File: src/rtl/stog_pkg.sv
// Package of constants and types for the self-test and output gate block.
package stog_pkg;
  localparam int RNG_BLOCK_W = 160;
  localparam int TEST_CNT = 9;
  localparam int TEST_IDX_W = 4;
  localparam logic [7:0] RC_NONE = 8'h00;
  localparam logic [7:0] RC_SUCCESS = 8'h01;
  localparam logic [7:0] RC_ERROR = 8'h02;
  localparam logic [1:0] RST_SYNC_INIT = 2'h0;
  localparam logic [2:0] PIN_SYNC_INIT = 3'h0;
  localparam logic [TEST_IDX_W-1:0] TEST_IDX_INIT = 4'h0;
  localparam logic [TEST_IDX_W-1:0] TEST_IDX_FW = 4'h8;
  typedef enum logic [2:0] {
    STOG_IDLE,
    STOG_START,
    STOG_WAIT,
    STOG_READY,
    STOG_ERROR
  } stog_state_t;
endpackage

File: src/rtl/stog_top.sv
// Self-test sequencer, continuous generator checks and host output gate.
`timescale 1ns/1ps
`default_nettype none
module stog_top #(
  parameter int DATA_W = 8,
  parameter int BLOCK_W = stog_pkg::RNG_BLOCK_W
) (
  input wire logic ref_clk,
  input wire logic arst_n,
  input wire logic selftest_req,
  output logic [stog_pkg::TEST_IDX_W-1:0] test_sel,
  output logic test_start,
  input wire logic test_done,
  input wire logic test_pass,
  input wire logic drbg_valid,
  input wire logic [BLOCK_W-1:0] drbg_block,
  input wire logic entropy_valid,
  input wire logic [BLOCK_W-1:0] entropy_block,
  input wire logic keypair_valid,
  output logic pairwise_start,
  input wire logic pairwise_done,
  input wire logic pairwise_pass,
  input wire logic keygen_busy,
  input wire logic zeroize_busy,
  input wire logic host_in_valid,
  input wire logic [DATA_W-1:0] host_in_data,
  output logic core_in_valid,
  output logic [DATA_W-1:0] core_in_data,
  input wire logic core_out_valid,
  input wire logic [DATA_W-1:0] core_out_data,
  output logic host_out_valid,
  output logic [DATA_W-1:0] host_out_data,
  output logic crypto_enable,
  output logic session_clear,
  output logic [7:0] status_code,
  output logic error_state,
  output logic selftest_busy
);
  import stog_pkg::*;

  logic [1:0] rst_sync;
  logic rst_n;

  stog_state_t state;
  stog_state_t next_state;
  logic [TEST_IDX_W-1:0] idx;
  logic [TEST_IDX_W-1:0] next_idx;
  logic [7:0] next_status;

  logic [BLOCK_W-1:0] drbg_prev;
  logic [BLOCK_W-1:0] ent_prev;
  logic drbg_have;
  logic ent_have;

  logic pw_busy;
  logic [2:0] req_sync;
  logic req_seen;

  // Both data paths share this gating function, each with its own gate, so no word can slip past a closed gate.
  function automatic logic [DATA_W-1:0] gate_word(input logic open,
                                                  input logic [DATA_W-1:0] word);
    gate_word = open ? word : '0;
  endfunction

  // A block can only fail against a block seen since reset.
  function automatic logic blocks_repeat(input logic have, input logic [BLOCK_W-1:0] a,
                                         input logic [BLOCK_W-1:0] b);
    blocks_repeat = have && (a == b);
  endfunction

  // The release is synchronised so that no flop leaves reset on a different edge.
  always_ff @(posedge ref_clk or negedge arst_n) begin
    if (!arst_n) begin
      rst_sync <= RST_SYNC_INIT;
    end else begin
      rst_sync <= {rst_sync[0], 1'b1};
    end
  end
  assign rst_n = rst_sync[1];

  // The request pin passes three flops; a rise counts once the last two agree.
  always_ff @(posedge ref_clk or negedge rst_n) begin
    if (!rst_n) begin
      req_sync <= PIN_SYNC_INIT;
    end else begin
      req_sync <= {req_sync[1:0], selftest_req};
    end
  end

  // Only the second and third flops are read, so the first may settle in private.
  wire req_level = req_sync[1] & req_sync[2];
  always_ff @(posedge ref_clk or negedge rst_n) begin
    if (!rst_n) begin
      req_seen <= 1'b0;
    end else begin
      req_seen <= req_level;
    end
  end
  wire req_start = req_level & ~req_seen;

  wire st_idle = (state == STOG_IDLE);
  wire st_start = (state == STOG_START);
  wire st_wait = (state == STOG_WAIT);
  wire st_ready = (state == STOG_READY);
  wire st_error = (state == STOG_ERROR);

  // Any one failure is enough; the repeat checks run in every state, tests included.
  wire drbg_fail = drbg_valid && blocks_repeat(drbg_have, drbg_block, drbg_prev);
  wire ent_fail = entropy_valid && blocks_repeat(ent_have, entropy_block, ent_prev);
  wire pw_fail = pw_busy && pairwise_done && !pairwise_pass;
  wire kat_pass = st_wait && test_done && test_pass;
  wire kat_fail = st_wait && test_done && !test_pass;
  wire any_fail = drbg_fail | ent_fail | pw_fail | kat_fail;
  wire last_test = (idx == TEST_IDX_FW);

  // Power-on entry starts from idle with no trigger; a request in the ready state restarts the suite.
  always_comb begin
    next_state = state;
    case (state)
      STOG_IDLE: begin
        next_state = STOG_START;
      end
      STOG_START: begin
        next_state = STOG_WAIT;
      end
      STOG_WAIT: begin
        if (kat_pass) begin
          if (last_test) begin
            next_state = STOG_READY;
          end else begin
            next_state = STOG_START;
          end
        end
      end
      STOG_READY: begin
        if (req_start) begin
          next_state = STOG_START;
        end
      end
      STOG_ERROR: begin
        next_state = STOG_ERROR;
      end
      default: begin
        next_state = STOG_ERROR;
      end
    endcase
    if (any_fail) begin
      next_state = STOG_ERROR;
    end
  end

  // Apart from the return to TEST_IDX_INIT on a rerun, the index only moves on a passed test, so a failing test stays visible on test_sel.
  always_comb begin
    next_idx = idx;
    case (state)
      STOG_IDLE: begin
        next_idx = TEST_IDX_INIT;
      end
      STOG_WAIT: begin
        if (kat_pass && !last_test) begin
          next_idx = idx + 4'h1;
        end
      end
      STOG_READY: begin
        if (req_start) begin
          next_idx = TEST_IDX_INIT;
        end
      end
      default: begin
        next_idx = idx;
      end
    endcase
  end

  // Success is only reported for a completed suite outside the error state.
  assign next_status = (next_state == STOG_ERROR) ? RC_ERROR :
                       (st_wait && next_state == STOG_READY) ? RC_SUCCESS :
                       status_code;

  // Error has no exit but reset, so a passing rerun cannot hide an earlier failure.
  always_ff @(posedge ref_clk or negedge rst_n) begin
    if (!rst_n) begin
      state <= STOG_IDLE;
    end else begin
      state <= next_state;
    end
  end

  always_ff @(posedge ref_clk or negedge rst_n) begin
    if (!rst_n) begin
      idx <= TEST_IDX_INIT;
    end else begin
      idx <= next_idx;
    end
  end

  always_ff @(posedge ref_clk or negedge rst_n) begin
    if (!rst_n) begin
      status_code <= RC_NONE;
    end else begin
      status_code <= next_status;
    end
  end

  // Previous blocks are forgotten at reset so the first block after it never fails.
  always_ff @(posedge ref_clk or negedge rst_n) begin
    if (!rst_n) begin
      drbg_prev <= '0;
      drbg_have <= 1'b0;
    end else if (drbg_valid) begin
      drbg_prev <= drbg_block;
      drbg_have <= 1'b1;
    end
  end

  // Entropy history has its own flops so one source never masks the other.
  always_ff @(posedge ref_clk or negedge rst_n) begin
    if (!rst_n) begin
      ent_prev <= '0;
      ent_have <= 1'b0;
    end else if (entropy_valid) begin
      ent_prev <= entropy_block;
      ent_have <= 1'b1;
    end
  end

  // A pair seen outside the ready state is still tracked so its result is not lost.
  wire pw_take = keypair_valid && !pw_busy;
  always_ff @(posedge ref_clk or negedge rst_n) begin
    if (!rst_n) begin
      pw_busy <= 1'b0;
    end else if (pw_take) begin
      pw_busy <= 1'b1;
    end else if (pairwise_done) begin
      pw_busy <= 1'b0;
    end
  end
  assign pairwise_start = pw_take && st_ready;

  // Busy stays high through reruns, so the host can tell testing from a finished suite.
  assign test_sel = idx;
  assign test_start = st_start;
  assign selftest_busy = !st_ready;
  assign error_state = st_error;
  assign crypto_enable = st_ready;
  assign session_clear = !rst_n || st_idle;

  wire in_open = st_ready;
  wire out_open = st_ready && !keygen_busy && !zeroize_busy;

  // Input is dropped, not queued, so nothing sent during testing runs later.
  always_ff @(posedge ref_clk or negedge rst_n) begin
    if (!rst_n) begin
      core_in_valid <= 1'b0;
    end else begin
      core_in_valid <= host_in_valid && in_open;
    end
  end

  always_ff @(posedge ref_clk or negedge rst_n) begin
    if (!rst_n) begin
      core_in_data <= '0;
    end else begin
      core_in_data <= gate_word(in_open, host_in_data);
    end
  end

  // The only route to the host output is this gated register.
  always_ff @(posedge ref_clk or negedge rst_n) begin
    if (!rst_n) begin
      host_out_valid <= 1'b0;
    end else begin
      host_out_valid <= core_out_valid && out_open;
    end
  end

  always_ff @(posedge ref_clk or negedge rst_n) begin
    if (!rst_n) begin
      host_out_data <= '0;
    end else begin
      host_out_data <= gate_word(out_open, core_out_data);
    end
  end
endmodule // stog_top
`default_nettype wire

File: config.mk
export PLATFORM = sky130hd
export DESIGN_NAME = stog_top
export DESIGN_NICKNAME = d
export VERILOG_FILES = /design/src/rtl/stog_pkg.sv /design/src/rtl/stog_top.sv
export SDC_FILE = /design/constraint.sdc
export NUM_CORES = 1
export LEC_CHECK = 0
export BUFFER_PORTS_ARGS = -buffer_cell sky130_fd_sc_hd__buf_4
export CAP_MARGIN = 20
export CORE_MARGIN = 1.5
export CORE_UTILIZATION = 45
export DETAILED_ROUTE_END_ITERATION = 8
export PLACE_DENSITY = 0.68
export SYNTH_ARGS = -nofsm -noshare
export SYNTH_HDL_FRONTEND = slang
export SYNTH_SLANG_ARGS = --single-unit
export TNS_END_PERCENT = 1
File: constraint.sdc
create_clock -name ref_clk -period 26.3 [get_ports ref_clk]
set_clock_uncertainty 0.2 [all_clocks]
set_input_delay 5.26 -clock ref_clk [delete_from_list [all_inputs] [get_ports ref_clk]]
set_output_delay 5.26 -clock ref_clk [all_outputs]
set_load 0.02 [all_outputs]
==> run summary <==
Leak: 9.71 nW
Number of global-route vias before repair: 12619
Seq pwr share: 0.467
Rows: 71
Max Cap Viol: 0
Net load switching power: 344 µW
Hold Violations, Final: 0
Num ports: 386
Via count: 12195
Post-detailed-placement half-perimeter wirelength: 32400 µm
Fin crit period: 11.09 ns
Cts hold-fix bufs: 0
WP data required: 20.84 ns
CTS buffer count: 41
Final Cell Area: 0.0216 mm²
Pre-antenna DRT Iters: 5
Placed Area: 0.0204 mm²
Die height: 197 µm
Share of layout cells above drive strength 1: 0.382
FFs w/ async S/R, synth: 1.00
Area grow syn2layout: 26.8%
Sw Share: 0.254
Tot GR Track Use: 0.220
#FFs+latches synth: 356
Yosys cell types: 49
TritonCTS clock tree: yes
DRT Wirelength: 42900 µm
Worst-path maximum fanout: 2
Tcrit/Tclk final: 0.422
Die footprint: 0.0390 mm²
Synth top area cells: dfrtp_1, mux2_2, xor2_1
First-pass GRT wire length: 66300 µm
Placed Cells: 2301
Final #Nets: 2185
Fmax: 90.1 MHz
Cells after Synth: 1449
Core Area: 0.0375 mm²
VDD IR-drop max: 0.0000411 V
Avg Cell Area, Syn: 11.7 µm²
Leading area contributor after synthesis: dfrtp_1
Initial antenna violation count: 11
Gate power share: 0.151
Mapped Area: 0.0170 mm²
Grt total ovfl: 0
Setup CP Type: in2out
Worst Path Arrival: 5.63 ns
Cell Count, Final, Fillers Out: 2377
Slew Viols, Final: 0
Starting density of the core: 0.454
Leading cell type in the layout, fill and taps excluded: buf_4
# Post-CTS Setup Buffers: 0
Drt initial violations: 569
Register area share after synthesis: 0.524
CTS Sinks: 356
Filler Cells Inserted: 3222
H-tree Lvls: 2
Worst-Skew Late Latency: 0.55 ns
Worst-Margin Slew: 1.04 ns
Routed len/inst: 18.1 µm
Post-synth top area share: 0.524
Via density per instance: 5.13
Power per cell area: 62.7 mW/mm²
Pint: 1.01 mW
Root Driver: clkbuf_16
Die width: 197 µm
Most frequent cells in the layout: buf_4, dfrtp_1, mux2_2, xor2_1, inv_1
Slew headroom: 0.305
DRC Markers: 0
Setup slack after layout: 15.21 ns
Crit path capture type: output port
Clk network pwr share: 0.382
Synth warnings: 0
EDFF count, synth: 0
Pre-CTS WS: 15.20 ns
Status: finished clean
Largest net degree at the start of global routing: 112
Setup Viol. Count Final: 0
Hold_ws: 0.144 ns
Routability cong.: 0.876
CP Launch Type: input port
Max clock buf depth: 3
ANT nets after route: 0
Clock Pin Slew Worst Setup and Hold Paths: 0.06 ns
Input/output buffers: 379
Top_reg_cell synth: dfrtp_1
RSZ-0062 raised after global routing: false
Post_cts resized: 0
Setup TNS Final: 0 ns
Hold crit path type: reg2async
[cell usage after synthesis, types with 3 or more instances]
cell type,number
buf_1,8
a221o_1,7
o21ai_0,69
nand2_1,78
a2111oi_0,18
buf_4,6
mux2_2,257
a22o_1,9
inv_1,112
a21oi_1,9
o221ai_1,3
or4_1,4
xor2_1,113
a22oi_1,3
o22ai_1,35
nor3b_1,3
nand2b_1,13
dfrtp_1,356
clkbuf_1,35
nor4_1,45
inv_2,4
or2_2,4
nand4_1,36
a221oi_1,9
o2111ai_1,6
nor2_1,11
nor2b_1,58
o2bb2ai_1,11
xnor2_1,79
nor3_1,7
and2_1,19
[stage by stage]
step                utilization  total power [mW]
floorplan                     -             0.761
global placement          0.543             0.839
detailed placement        0.543             0.847
CTS                       0.575              1.37
global route              0.575              1.42
finish                    0.575              1.35
[flip-flops by register name, indices dropped and copies added (netlist names)]
| name | cells |
|---|---|
| drbg_have | 1 |
| core_in_valid | 1 |
| req_sync | 3 |
| ent_have | 1 |
| state | 3 |
| core_in_data | 8 |
| rst_sync | 2 |
| test_sel | 4 |
| host_out_data | 8 |
| req_seen | 1 |
| ent_prev | 160 |
| pw_busy | 1 |
| status_code | 2 |
| host_out_valid | 1 |
| drbg_prev | 160 |
[layer usage]
metal,GRT usage,routed length (µm),vias to the layer above
li1,-,-,5807
met1,0.266,17200,5939
met2,0.359,20600,359
met3,0.0743,3650,90
met4,0.0961,1430,0
met5,0,0,-
[power groups by stage]
stage               registers, mW  clock network [mW]  logic [mW]
floorplan                   0.642                   0       0.119
global placement            0.638                   0       0.201
detailed placement          0.641                   0       0.205
CTS                         0.632               0.532       0.207
global route                0.638               0.552       0.227
finish                      0.631               0.517       0.204
[worst paths after layout]
kind,from,end,slack [ns],cells after the start
max,keypair_valid,pairwise_start,15.21,4
min,rst_sync[1],ent_prev[124],0.14,0
max reg2reg,drbg_prev[144],state[0],23.29,7
min reg2reg,rst_sync[1],ent_prev[124],0.14,0
max in group asynchronous,arst_n,rst_sync[1],21.52,1
min in group ref_clk,rst_sync[0],rst_sync[1],0.15,0
[area by class of cell]
| type | instances | area (µm²) | share of cell area |
|---|---|---|---|
| multi-input combinational | 930 | 7470 | 0.346 |
| antenna | 10 | 25.0 | 0.00116 |
| sequential | 356 | 8910 | 0.413 |
| clock buffer | 58 | 1130 | 0.0524 |
| inverter | 118 | 443 | 0.0205 |
| clock inverter | 8 | 47.5 | 0.00220 |
| timing repair buffer | 386 | 2910 | 0.135 |
| tap | 511 | 639 | 0.0296 |
[critical path, cell delays in order]
cell	delay, ns
buf_4	0.11
nand2_1	0.07
nor2_1	0.04
buf_4	0.15
[logic make-up (layout without fill, tap and decap cells)]
| kind of cell | count (synthesis) | in the layout | synth area share |
|---|---|---|---|
| DFF | 356 | 356 | 0.524 |
| and+or+nand+nor | 288 | 288 | 0.0949 |
| muxes | 257 | 257 | 0.170 |
| xor gates and xnor gates | 192 | 192 | 0.0988 |
| AOI/OAI and AO/OA | 184 | 184 | 0.0724 |
| buffers and inverters | 168 | 570 | 0.0385 |
| adders and majority gates | 2 | 2 | 0.00147 |
| other | 2 | 17 | 0.000441 |
Note: power is estimated with default switching activity, not from simulation.
